File: src/hw/fsprg_map.svh
// Purpose: offsets, field positions, reset values and counts of the synthesizer programming block
// Assumes: 24-bit serial words, control bits in the two lowest positions
// Notes: definitions only
`ifndef FSPRG_MAP_SVH
`define FSPRG_MAP_SVH

// word geometry and destination codes
`define FSPRG_WORD_W 24
`define FSPRG_DST_FB 2'h0
`define FSPRG_DST_REF 2'h1
`define FSPRG_DST_CTL 2'h2
`define FSPRG_DST_NS 2'h3

// feedback divider word fields
`define FSPRG_FB_QUICK 23
`define FSPRG_FB_INT_HI 22
`define FSPRG_FB_INT_LO 14
`define FSPRG_FB_PARTIAL_STEP_COUNT_HI 13
`define FSPRG_FB_PARTIAL_STEP_COUNT_LO 2

// reference divider word fields
`define FSPRG_RF_LOAD 23
`define FSPRG_RF_MUX_HI 22
`define FSPRG_RF_MUX_LO 20
`define FSPRG_RF_PRESC 18
`define FSPRG_RF_R_HI 17
`define FSPRG_RF_R_LO 14
`define FSPRG_RF_MOD_HI 13
`define FSPRG_RF_MOD_LO 2

// control word fields
`define FSPRG_CT_CRST 2
`define FSPRG_CT_CPTRI 3
`define FSPRG_CT_PDN 4
`define FSPRG_CT_LOCK_PREC 5
`define FSPRG_CT_POL 6
`define FSPRG_CT_CP_HI 10
`define FSPRG_CT_CP_LO 7
`define FSPRG_CT_DBL 11

// test output selector codes
`define FSPRG_MUX_TRI 3'h0
`define FSPRG_MUX_DLD 3'h1
`define FSPRG_MUX_NDIV 3'h2
`define FSPRG_MUX_HIGH 3'h3
`define FSPRG_MUX_RDIV 3'h4
`define FSPRG_MUX_ALD 3'h5
`define FSPRG_MUX_QSW 3'h6
`define FSPRG_MUX_LOW 3'h7

// pin positions in the synchroniser vector
`define FSPRG_PIN_SCLK 0
`define FSPRG_PIN_SDAT 1
`define FSPRG_PIN_LE 2
`define FSPRG_PIN_REF 3
`define FSPRG_PIN_NDIV 4
`define FSPRG_PIN_ESML 5
`define FSPRG_PIN_EBIG 6

// lock detector cycle counts, charge pump maximum and denominator reset value
`define FSPRG_LOCK_CYC_LO 24
`define FSPRG_LOCK_CYC_HI 40
`define FSPRG_CP_MAX 4'hF
`define FSPRG_MOD_RST 12'h000
`endif

File: src/hw/fsprg_pkg.sv
// Purpose: types of the synthesizer programming block
// Assumes: fsprg_map.svh gives all numbers
// Notes: whole block state is one packed struct
package fsprg_pkg;
  typedef struct packed {
    logic [6:0] sy1;       // synchroniser stage one
    logic [6:0] sy2;       // synchroniser stage two
    logic [6:0] sy3;       // synchroniser stage three
    logic [6:0] flt;       // agreed pin levels
    logic [23:0] shreg;    // serial input register
    logic quick;           // quick-settle request
    logic [8:0] int_val;   // integer division value
    logic [11:0] partial_step_count;     // partial step count
    logic [11:0] den_act;  // interpolator denominator in use
    logic [11:0] den_pend; // denominator waiting for a feedback write
    logic [11:0] resync;   // interpolator resync delay
    logic [2:0] mux_sel;   // test output select
    logic presc;           // 1 = 8/9 prescaler
    logic [3:0] r_div;     // reference divide ratio
    logic cnt_rst;         // counter reset bit
    logic cp_tri;          // charge pump tri-state bit
    logic pwr_dn;          // software power-down bit
    logic lock_precision_select; // 1 = longer lock run
    logic pol;             // phase detector polarity
    logic [3:0] cp_cur;    // programmed charge pump current
    logic dbl;             // reference doubler enable
    logic [21:0] ns_word;  // noise and spur payload
    logic [3:0] rcnt;      // reference counter
    logic tick;            // phase detector reference pulse
    logic [5:0] lock_cnt;  // consecutive good cycles
    logic lock;            // digital lock indicator
    logic [3:0] cp_eff;    // charge pump current applied
    logic cp_tri_eff;      // charge pump tri-stated
    logic cnt_hold;        // counters held
    logic test_out;        // test pin level
    logic test_oe_n;       // test pin driven when low
    logic chan_new;        // pulse: feedback divider written
  } fsprg_state_type;
endpackage

File: src/hw/fsprg_core.sv
// Purpose: serial programming, double-buffered interpolator denominator, reference counter and lock detect
// Assumes: serial and analog pins are asynchronous to i_ref_clk; phase error windows come from comparators
// Notes: the test pin is three-state style: two signals, enable active low
// Operation
// - low bits 00 load feedback divider word
// - feedback word holds nine-bit integer value
// - quick-settle forces maximum charge pump current
// - quick-settle switch grounds test pin
// - low bits 01 load reference divider word
// - load bit stores resync delay instead
// - bits 22..20 select test pin source
// - lock after 24 good cycles
// - lock holds until new channel, large error or power-down
// - precision bit needs 40 good cycles
// - reference counter divides by one to fifteen
// - new denominator applies after feedback write
// - low bits 10 load control word
// - control bit two holds counters reset
// - control bit three tri-states charge pump
// - control bit four powers down, keeps registers
// - power-down loads counters, tri-states, clears lock
// - control bit six sets detector polarity
// - control bits 7..10 set pump current
// - doubler bit selects falling or both edges
// - low bits 11 load noise spur word
`include "fsprg_map.svh"
module fsprg_core
  import fsprg_pkg::*;
#(
  parameter int LOCK_COUNT_LO = `FSPRG_LOCK_CYC_LO, // good cycles, precision bit low
  parameter int LOCK_COUNT_HI = `FSPRG_LOCK_CYC_HI  // good cycles, precision bit high
)(
  input wire logic i_ref_clk,          // 25 MHz system clock
  input wire logic i_rst_n,            // synchronous reset, active low
  input wire logic i_sclk,             // serial clock pin
  input wire logic i_sdata,            // serial data pin
  input wire logic i_le,               // load strobe pin
  input wire logic i_reference_input,  // reference pin
  input wire logic i_ndiv_out,         // feedback divider output
  input wire logic i_err_small,        // phase error below 15 ns
  input wire logic i_err_large,        // phase error above 30 ns
  output logic o_quick_settle,         // quick-settle bit
  output logic [8:0] o_int_value,      // integer division value
  output logic [11:0] o_partial_step_count, // fractional numerator
  output logic [11:0] o_interpolator_denominator, // denominator in use
  output logic [11:0] o_resync_delay,  // interpolator resync delay
  output logic o_prescaler_89,         // 1 = 8/9 prescaler
  output logic [3:0] o_r_div,          // reference divide ratio
  output logic o_pd_polarity,          // detector polarity
  output logic o_doubler_en,           // doubler enabled
  output logic o_power_down,           // software power-down
  output logic o_counter_hold,         // counters held in load state
  output logic o_cp_tristate,          // charge pump tri-stated
  output logic [3:0] o_cp_current,     // charge pump current applied
  output logic [21:0] o_noise_spur_word, // noise and spur payload
  output logic o_pfd_ref_tick,         // one pulse per detector reference cycle
  output logic o_lock_detect,          // digital lock indicator
  output logic o_test_output_pin_o,    // test pin output level
  output logic o_test_output_pin_oe_n  // test pin drive enable, low drives
);

  // refuse counts the six-bit counter cannot reach
  if (LOCK_COUNT_LO < 1 || LOCK_COUNT_LO > 63 || LOCK_COUNT_HI < 1 || LOCK_COUNT_HI > 63)
  begin : g_bad_count
    $error("lock counts must lie in 1..63");
  end

  fsprg_state_type st_ff;     // all registered state
  fsprg_state_type nxt_st;    // next state
  logic [6:0] pins;           // raw pin bundle

  assign pins = {i_err_large, i_err_small, i_ndiv_out, i_reference_input, i_le, i_sdata, i_sclk};

  // rising edge of an agreed pin level
  function automatic logic rose(input fsprg_state_type s, input int idx);
    rose = (s.sy2[idx] == s.sy3[idx]) && s.sy3[idx] && !s.flt[idx];
  endfunction

  // falling edge of an agreed pin level
  function automatic logic fell(input fsprg_state_type s, input int idx);
    fell = (s.sy2[idx] == s.sy3[idx]) && !s.sy3[idx] && s.flt[idx];
  endfunction

  // next-state logic for the whole block
  always_comb
  begin
    logic [23:0] w;        // word at the load strobe
    logic ref_edge;        // active reference edge
    logic [3:0] ratio;     // effective divide ratio
    logic [5:0] thr;       // lock threshold in use
    logic hold;            // counters forced to load state
    w = st_ff.shreg;
    ref_edge = 1'b0;
    ratio = 4'h1;
    thr = 6'h00;
    hold = 1'b0;
    nxt_st = st_ff;
    nxt_st.chan_new = 1'b0;
    nxt_st.tick = 1'b0;

    // three-stage synchroniser; a level counts once stages two and three agree
    nxt_st.sy1 = pins;
    nxt_st.sy2 = st_ff.sy1;
    nxt_st.sy3 = st_ff.sy2;
    for (int i = 0; i < 7; i++)
    begin
      if (st_ff.sy2[i] == st_ff.sy3[i])
      begin
        nxt_st.flt[i] = st_ff.sy3[i];
      end
    end

    // shift msb first on serial clock rise; the input register works in power-down too
    if (rose(st_ff, `FSPRG_PIN_SCLK))
    begin
      nxt_st.shreg = {st_ff.shreg[22:0], st_ff.flt[`FSPRG_PIN_SDAT]};
    end

    // transfer on load strobe rise, steered by the two low bits
    if (rose(st_ff, `FSPRG_PIN_LE))
    begin
      if (w[1:0] == `FSPRG_DST_FB)
      begin
        nxt_st.quick = w[`FSPRG_FB_QUICK];
        nxt_st.int_val = w[`FSPRG_FB_INT_HI:`FSPRG_FB_INT_LO];
        // the host keeps this at or below the denominator; no clamp here
        nxt_st.partial_step_count = w[`FSPRG_FB_PARTIAL_STEP_COUNT_HI:`FSPRG_FB_PARTIAL_STEP_COUNT_LO];
        nxt_st.den_act = st_ff.den_pend;
        nxt_st.chan_new = 1'b1;
      end
      else if (w[1:0] == `FSPRG_DST_REF)
      begin
        if (w[`FSPRG_RF_LOAD])
        begin
          nxt_st.resync = w[`FSPRG_RF_MOD_HI:`FSPRG_RF_MOD_LO];
        end
        else
        begin
          // held back until the next feedback write
          nxt_st.den_pend = w[`FSPRG_RF_MOD_HI:`FSPRG_RF_MOD_LO];
        end
        nxt_st.mux_sel = w[`FSPRG_RF_MUX_HI:`FSPRG_RF_MUX_LO];
        // prescaler minimum division is the host's concern
        nxt_st.presc = w[`FSPRG_RF_PRESC];
        nxt_st.r_div = w[`FSPRG_RF_R_HI:`FSPRG_RF_R_LO];
      end
      else if (w[1:0] == `FSPRG_DST_CTL)
      begin
        nxt_st.cnt_rst = w[`FSPRG_CT_CRST];
        nxt_st.cp_tri = w[`FSPRG_CT_CPTRI];
        nxt_st.pwr_dn = w[`FSPRG_CT_PDN];
        nxt_st.lock_precision_select = w[`FSPRG_CT_LOCK_PREC];
        nxt_st.pol = w[`FSPRG_CT_POL];
        nxt_st.cp_cur = w[`FSPRG_CT_CP_HI:`FSPRG_CT_CP_LO];
        nxt_st.dbl = w[`FSPRG_CT_DBL];
      end
      else
      begin
        nxt_st.ns_word = w[23:2];
      end
    end

    // derived controls, registered so outputs come straight from flip-flops
    hold = st_ff.cnt_rst || st_ff.pwr_dn;
    nxt_st.cnt_hold = hold;
    nxt_st.cp_tri_eff = st_ff.cp_tri || st_ff.pwr_dn;
    nxt_st.cp_eff = st_ff.quick ? `FSPRG_CP_MAX : st_ff.cp_cur;

    // active reference edge: falling only, or both when doubled
    if (st_ff.dbl)
    begin
      ref_edge = rose(st_ff, `FSPRG_PIN_REF) || fell(st_ff, `FSPRG_PIN_REF);
    end
    else
    begin
      ref_edge = fell(st_ff, `FSPRG_PIN_REF);
    end

    // reference counter; a zero ratio is served as one rather than stalling
    ratio = (st_ff.r_div == 4'h0) ? 4'h1 : st_ff.r_div;
    if (hold)
    begin
      nxt_st.rcnt = 4'h0;
    end
    else if (ref_edge)
    begin
      if (st_ff.rcnt + 4'h1 >= ratio)
      begin
        nxt_st.rcnt = 4'h0;
        nxt_st.tick = 1'b1;
      end
      else
      begin
        nxt_st.rcnt = st_ff.rcnt + 4'h1;
      end
    end

    // lock detector: count consecutive small-error cycles up to the threshold
    thr = st_ff.lock_precision_select ? 6'(LOCK_COUNT_HI) : 6'(LOCK_COUNT_LO);
    if (st_ff.pwr_dn || st_ff.chan_new)
    begin
      nxt_st.lock_cnt = 6'h00;
      nxt_st.lock = 1'b0;
    end
    else if (st_ff.tick)
    begin
      if (st_ff.flt[`FSPRG_PIN_EBIG])
      begin
        nxt_st.lock_cnt = 6'h00;
        nxt_st.lock = 1'b0;
      end
      else if (st_ff.flt[`FSPRG_PIN_ESML])
      begin
        if (st_ff.lock_cnt + 6'h01 >= thr)
        begin
          nxt_st.lock = 1'b1;
          nxt_st.lock_cnt = thr;
        end
        else
        begin
          nxt_st.lock_cnt = st_ff.lock_cnt + 6'h01;
        end
      end
      else
      begin
        // middle band breaks the run but does not drop a held lock
        nxt_st.lock_cnt = 6'h00;
      end
    end

    // test pin multiplexer; three-state and open-drain codes release the pin
    nxt_st.test_out = 1'b0;
    nxt_st.test_oe_n = 1'b0;
    case (st_ff.mux_sel)
      `FSPRG_MUX_TRI:
      begin
        nxt_st.test_oe_n = 1'b1;
      end
      `FSPRG_MUX_DLD:
      begin
        nxt_st.test_out = st_ff.lock;
      end
      `FSPRG_MUX_NDIV:
      begin
        nxt_st.test_out = st_ff.flt[`FSPRG_PIN_NDIV];
      end
      `FSPRG_MUX_HIGH:
      begin
        nxt_st.test_out = 1'b1;
      end
      `FSPRG_MUX_RDIV:
      begin
        nxt_st.test_out = st_ff.tick;
      end
      `FSPRG_MUX_ALD:
      begin
        // open drain: pull low while out of lock
        nxt_st.test_oe_n = st_ff.lock;
      end
      `FSPRG_MUX_QSW:
      begin
        // ground while quick-settle is on, released otherwise
        nxt_st.test_oe_n = !st_ff.quick;
      end
      default:
      begin
        nxt_st.test_out = 1'b0;
      end
    endcase
  end

  // single state register; reset loads constants only
  always_ff @(posedge i_ref_clk)
  begin
    if (!i_rst_n)
    begin
      st_ff <= '0;
      st_ff.test_oe_n <= 1'b1;
      st_ff.den_act <= `FSPRG_MOD_RST;
      st_ff.den_pend <= `FSPRG_MOD_RST;
    end
    else
    begin
      st_ff <= nxt_st;
    end
  end

  // outputs straight from state flip-flops
  assign o_quick_settle = st_ff.quick;
  assign o_int_value = st_ff.int_val;
  assign o_partial_step_count = st_ff.partial_step_count;
  assign o_interpolator_denominator = st_ff.den_act;
  assign o_resync_delay = st_ff.resync;
  assign o_prescaler_89 = st_ff.presc;
  assign o_r_div = st_ff.r_div;
  assign o_pd_polarity = st_ff.pol;
  assign o_doubler_en = st_ff.dbl;
  assign o_power_down = st_ff.pwr_dn;
  assign o_counter_hold = st_ff.cnt_hold;
  assign o_cp_tristate = st_ff.cp_tri_eff;
  assign o_cp_current = st_ff.cp_eff;
  assign o_noise_spur_word = st_ff.ns_word;
  assign o_pfd_ref_tick = st_ff.tick;
  assign o_lock_detect = st_ff.lock;
  assign o_test_output_pin_o = st_ff.test_out;
  assign o_test_output_pin_oe_n = st_ff.test_oe_n;
endmodule

File: config.mk
export PLATFORM = sky130hd
export DESIGN_NAME = fsprg_core
export DESIGN_NICKNAME = d
export VERILOG_FILES = /design/src/hw/fsprg_pkg.sv /design/src/hw/fsprg_core.sv
export VERILOG_INCLUDE_DIRS = /design/src /design/src/hw
export SDC_FILE = /design/constraint.sdc
export NUM_CORES = 1
export LEC_CHECK = 0
export ABC_AREA = 1
export BUFFER_PORTS_ARGS = -buffer_cell sky130_fd_sc_hd__buf_2
export CAP_MARGIN = 20
export CORE_ASPECT_RATIO = 0.75
export CORE_UTILIZATION = 50
export DETAILED_ROUTE_END_ITERATION = 10
export PLACE_DENSITY_LB_ADDON = 0.15
export SLEW_MARGIN = 20
export SYNTH_ARGS = -nofsm -noshare
export SYNTH_HDL_FRONTEND = slang
export SYNTH_SLANG_ARGS = --single-unit
File: constraint.sdc
create_clock -name i_ref_clk -period 1.95 [get_ports i_ref_clk]
set_input_delay 0.2925 -clock i_ref_clk [delete_from_list [all_inputs] [get_ports i_ref_clk]]
set_output_delay 0.2925 -clock i_ref_clk [all_outputs]
set_load 0.02 [all_outputs]
==> results of run 1 <==
==> synth_stat cells, drive strengths merged <==
library cell and count:
nor2 179, dfxtp 171, o21ai 97, nand2 95
buf 88, a21oi 70, inv 60, nand3 46
clkbuf 29, ha 16, nand4 4, o21a 2
a21o 1, a31o 1, a32oi 1, and2 1
clkinv 1, nand3b 1, nor3 1, o21bai 1
or2 1, xnor2 1, xor2 1
==> tightest hold or removal path: stages <==
cell and delay (ns):
buf_2 0.07, nand2_1 0.04, inv_1 0.04
==> sequential cells by signal (all words and copies together) (netlist names) <==
register                    flops
o_test_output_pin_oe_n          1
o_resync_delay                 12
o_interpolator_denominator     12
o_lock_detect                   1
o_int_value                     9
o_pd_polarity                   1
o_quick_settle                  1
o_cp_tristate                   1
o_noise_spur_word              22
o_cp_current                    4
o_r_div                         4
o_power_down                    1
nxt_st                         14
o_partial_step_count           12
o_test_output_pin_o             1
st_ff                          71
o_pfd_ref_tick                  1
o_doubler_en                    1
o_counter_hold                  1
o_prescaler_89                  1
==> worst paths after layout <==
check | from | slack (ns) | end
max | st_ff[10] | 0.20 | st_ff[11]
min | i_le | 0.05 | nxt_st[159]
min reg2reg | nxt_st[161] | 0.41 | nxt_st[154]
max reg2reg | st_ff[10] | 0.20 | st_ff[11]
==> metrics by stage <==
step | power (mW) | util, %
after floorplan | 3.70 | -
after global placement | 3.74 | 52.7
after detailed placement | 3.75 | 52.7
after CTS | 7.09 | 57.3
after global routing | 7.27 | 57.7
final | 7.01 | 57.7
==> per-layer routing <==
layer  track usage (%)  vias up  share of wire [%]
met3              5.24        4                6.3
li1                  -     2743                  -
met5                 0        -                  0
met4              6.36        0               0.35
met1              32.0     2510                 48
met2              34.3      133                 45
==> area by class of cell <==
cell class | count | area [sq um]
clock buffer | 22 | 494
clock inverter | 10 | 106
timing repair buffer | 113 | 638
inverter | 61 | 231
multi-input combinational | 519 | 2500
sequential | 171 | 3430
fill | 1236 | 5580
tap | 171 | 214
==> power groups by stage <==
stage	sequential [mW]	clock [mW]	combinational (mW)
2_1_floorplan	3.61	0	0.0948
3_3_place_gp	3.61	0	0.129
3_5_place_dp	3.61	0	0.132
4_1_cts	3.53	3.42	0.134
5_1_grt	3.53	3.59	0.152
6_report	3.53	3.35	0.132
==> repair_timing <==
item | CTS | global route
setup endpoints to repair | 3 | 9
cloned | 0 | 0
buffers inserted | 0 | 1
resized for setup | 2 | 15
pin swaps | 0 | 3
==> cells by family after synthesis <==
kind of cell	after synthesis	share of synthesized area, %
AO/OA/AOI/OAI	173	12.9
adder cells (fa/ha/maj)	16	2.91
XOR/XNOR	2	0.255
flip-flops	171	49.8
buffers and inverters	178	14.5
AND/OR/NAND/NOR	328	19.7
==> results.md, run 1 <==
* Status: completed
* CP delay by family, top: simple AND/OR/NAND/NOR gates
* Non-filler cells, final at 1067
* Post-Place Setup Slack at -0.0149 ns
* # hold bufs at CTS at 0
* Slew Viols, Final at 0
* # clock sinks at 171
* Post-DP Area at 6950 sq um
* Port Buffers at 94
* Worst Hold Path Cells at 3
* Fmax at 572 MHz
* Peak VDD IR at 0.000601 V
* Placed cells at 1034
* Critical path type: reg2reg
* Syn Area/Cell at 7.91 sq um
* Final WL at 15300 um
* Worst hold slack at 0.0529 ns
* GP Congestion at 0.783
* Critical Path Stages at 13
* Proportion of power drawn by flip-flops and latches at 50.4%
* Cell area after synthesis at 6870 sq um
* Sw Ratio at 21.5%
* Worst-path clk slew at 0.06 ns
* Iteration-0 DRC Markers at 392
* CP Capture Type: register
* ANT nets after route at 0
* CTS tree: yes
* Final setup vio count at 0
* Number of library cell types mapped by synthesis at 32
* Drt pass-1 iters at 4
* Core area at 13200 sq um
* Net Count, Synth at 893
* Root buffer cell: clkbuf_16
* Combinational Power Share at 1.9%
* Wire per inst at 14.3 um
* Worst-Margin Slew at 0.751 ns
* Fin crit share at 89.7%
* CP dominant cell by count: nand2_1
* Post-Synthesis Cells at 868
* Post-synthesis cell type with the largest combined area: dfxtp_1
* Critical-path cell list: ha_2 > nand3_1 > nand2_1 > nand2_1 > inv_1 > ha_1 > nand2_1 > inv_1 > nand3_1 > nand2_1 > nor2_2 > nand2_1 > a21oi_1
* Die area at 14200 sq um
* Die X at 137 um
* CTS Buf Count at 17
* Max-cap viol count at 0
* Clock period minus worst slack at 1.75 ns
* Vias at 5390
* Vias per std cell at 5.05
* Synth top area cells: dfxtp_1, nor2_1, buf_4, o21ai_0, nand2_1
* RSZ-0062 raised after global routing: false
* Post-Layout Inst Area at 7620 sq um
* Final Skew at 0.00842 ns
* Post-synth top area share at 49.8%
* Critical Path Max Stage Delay at 0.36 ns
* Initial antenna violation count at 0
* CTS H-tree depth at 4
* Reg2reg path depth at 13
* Setup ws final at 0.201 ns
* Worst Path Required at 2.29 ns
* Seq cells post-synth at 171
* Vias in the first global route at 5098
* # rows at 36
* Share of cells above drive strength 1 at 18.9%
* Leak at 3.61 nW
* Gr usage total at 22.6%
* Crit path DAT at 2.09 ns
* Maximum fanout along the worst path at 6
* Area Growth Syn to Fin at 10.9%
* CP startpoint kind: register
* # DRC at 0
* Slowest-stage cell, CP: dfxtp_4
* Total gr overflow at 0
* Die Y at 104 um
* Rel. slew slack at 49.9%
* Ports at 95
* Final HPWL from detailed placement at 10200 um
* PwrDens at 921 nW/um^2
* Final hold violations at 0
* Starting Density at 52.0%
* Maximum root-to-sink buffer count at 2
* Final nets at 908
* Pin count of the biggest net entering global routing at 119
* YS warnings at 0
* Worst hold path type: in2reg
* Sequential-to-total area share from yosys stat at 49.8%
* Cell-internal power at 5.51 mW
* Part of the power in the clock network at 47.8%
* Commonest non-fill, non-tap cell in the layout: nor2_1
* Ant diodes at 0
* Setup TNS Final at 0 ns
* First-pass GRT wire length at 25200 um
* Worst skew pair latency at 0.42 ns
* Most frequent cells in the layout: nor2_1, dfxtp_1, nand2_1, buf_2, o21ai_0
* Switch Pwr at 1.51 mW
* CP Buf/Inv Count at 2
Power figures use the tool's default switching activity.
==> inputs of run 2 (changes only) <==
--- a/config.mk
+++ b/config.mk
@@ -7,8 +7,7 @@
 export NUM_CORES = 1
 export LEC_CHECK = 0
 export ABC_AREA = 1
-export BUFFER_PORTS_ARGS = -buffer_cell sky130_fd_sc_hd__buf_2
-export CAP_MARGIN = 20
+export BUFFER_PORTS_ARGS = -buffer_cell sky130_fd_sc_hd__buf_4
 export CORE_ASPECT_RATIO = 0.75
 export CORE_UTILIZATION = 50
 export DETAILED_ROUTE_END_ITERATION = 10
==> results.md, run 2 (synthesis gave the netlist of run 1 again) <==
* Crit. Startpoint: st_ff[19]
* Met3 GRT Util at 5.14%
* Critical path type: reg2reg
* Initial antenna violation count at 0
* Worst setup path endpoint: st_ff[18]
* Wire per inst at 14.6 um
* Post-CTS setup repair buffer count at 0
* Slowest-stage cell, CP: dfxtp_1
* Terminus of the critical flop-to-flop path: st_ff[18]
* Core area at 13200 sq um
* CTS H-tree depth at 4
* Critical Path Max Stage Delay at 0.38 ns
* Final hold violations at 0
* Most frequent cells in the layout: nor2_1, dfxtp_1, buf_4, nand2_1, o21ai_0
* First-pass GRT wire length at 25000 um
* CP dominant cell by count: nand3_1
* CTS Buf Count at 17
* CP Buf/Inv Count at 1
* Gr usage total at 22.5%
* Share of cells above drive strength 1 at 18.3%
* Leak at 3.61 nW
* Status: completed
* CP startpoint kind: register
* Area Growth Syn to Fin at 14.4%
* Worst skew pair latency at 0.42 ns
* Starting Density at 52.0%
* Peak VDD IR at 0.000717 V
* Iteration-0 DRC Markers at 389
* Worst hold path type: in2reg
* Most Used Layer, Global Route: met2
* RSZ-0062 raised after global routing: true
* Total power at 7.28 mW
* PwrDens at 926 nW/um^2
* Register bank with the most flops: st_ff
* Worst-path clk slew at 0.06 ns
* Crit path DAT at 2.11 ns
* Root buffer cell: clkbuf_16
* Maximum fanout along the worst path at 4
* Fmax at 564 MHz
* Pin count of the biggest net entering global routing at 119
* R2R Setup Slk at 0.18 ns
* # DRC at 0
* Rel. slew slack at 49.0%
* Met2 usage in global routing at 34.5%
* Vias at 5468
* Die area at 14200 sq um
* Core Util, Final at 59.6%
* Fin crit share at 90.9%
* Final Skew at 0.00870 ns
* CP Capture Type: register
* GP Congestion at 0.818
* Worst Path Required at 2.29 ns
* Final nets at 906
* Clock period minus worst slack at 1.77 ns
* Worst-Margin Slew at 0.765 ns
* Die X at 137 um
* Largest register FFs at 71
* Critical-path cell list: nand3_1 > xnor2_2 > ha_1 > nand2_1 > inv_1 > nand3_1 > nand3_1 > nor2_4 > nand2_1 > a21oi_1
* Final HPWL from detailed placement at 10300 um
* Final setup vio count at 0
* Vias per std cell at 5.13
* CP delay by family, top: simple AND/OR/NAND/NOR gates
* Total gr overflow at 0
* Reg2reg start: st_ff[19]
* Port Buffers at 94
* Ports at 95
* M1 GR Usage at 31.5%
* Placed cells at 1033
* # rows at 36
* # clock sinks at 171
* Maximum root-to-sink buffer count at 2
* Fillers at 1195
* Vias in the first global route at 5036
* Drt pass-1 iters at 5
* Final WL at 15600 um
* # hold bufs at CTS at 0
* Reg2reg path depth at 10
* Max-cap viol count at 0
* ANT nets after route at 0
* CTS tree: yes
* Slew Viols, Final at 0
* Commonest non-fill, non-tap cell in the layout: nor2_1
* Die Y at 104 um
* Non-filler cells, final at 1065
* Hold path startpoint: i_le
* Critical Path Stages at 10
* Ant diodes at 0
[run 2: changes by cell type in the layout (fill, tap and decap cells not counted), moves of 2 or more]
| cell | before | now |
|---|---|---|
| bufinv_16 | 1 | 4 |
| buf_2 | 94 | 0 |
| inv_6 | 2 | 4 |
| clkbuf_8 | 5 | 0 |
| buf_4 | 17 | 109 |
[run 2: final cells by class]
type / instances / area [sq um] / share of cell area, %
Clock buffer: 17 / 425 / 5.41
Inverter: 61 / 231 / 2.94
Timing Repair Buffer: 111 / 858 / 10.9
Sequential cell: 171 / 3430 / 43.6
Tap cell: 171 / 214 / 2.72
Multi-Input combinational cell: 519 / 2490 / 31.7
Clock inverter: 15 / 211 / 2.69
[run 2: routing by layer]
| metal | up-vias | wire [um] |
|---|---|---|
| li1 | 2735 | - |
| met1 | 2579 | 7620 |
| met5 | - | 0 |
| met3 | 12 | 876 |
| met2 | 142 | 7000 |
| met4 | 0 | 101 |
[run 2: tightest hold or removal path: cells and delay by family]
| kind | cells | cell delay (ns) |
|---|---|---|
| and+or+nand+nor | 1 | 0.04 |
| buffers and inverters | 2 | 0.11 |
[run 2: worst min-delay path by stage]
stage / end / cells after the start / slack (ns)
final: nxt_st[159] / 3 / 0.05
after global routing: nxt_st[161] / 3 / 0.05
after CTS: nxt_st[163] / 3 / 0.05
after detailed placement: nxt_st[155] / 2 / 0.40
after global placement: nxt_st[156] / 2 / 0.39
after floorplan: nxt_st[157] / 2 / 0.39
[run 2: timing repair]
action,in CTS,in global routing
resized for setup,1,12
setup endpoints to repair,1,8
pin swaps,0,2
[run 2: report_power, final]
| group | total (mW) | internal [mW] | switching (mW) |
|---|---|---|---|
| clock network | 3.61 | 2.17 | 1.44 |
| logic | 0.139 | 0.0440 | 0.0947 |
| registers | 3.53 | 3.51 | 0.0172 |
[run 2: per-stage QoR]
step	setup TNS, ns	cell area (sq um)	hold WS, ns	worst slack [ns]
after global routing	-0.00671	7860	0.0455	-0.00340
after detailed placement	0	7180	0.396	0.000943
after global placement	0	7180	0.394	0.0793
final	0	7860	0.0549	0.178
after CTS	0	7820	0.0464	0.0166
after floorplan	0	6870	0.390	0.0819
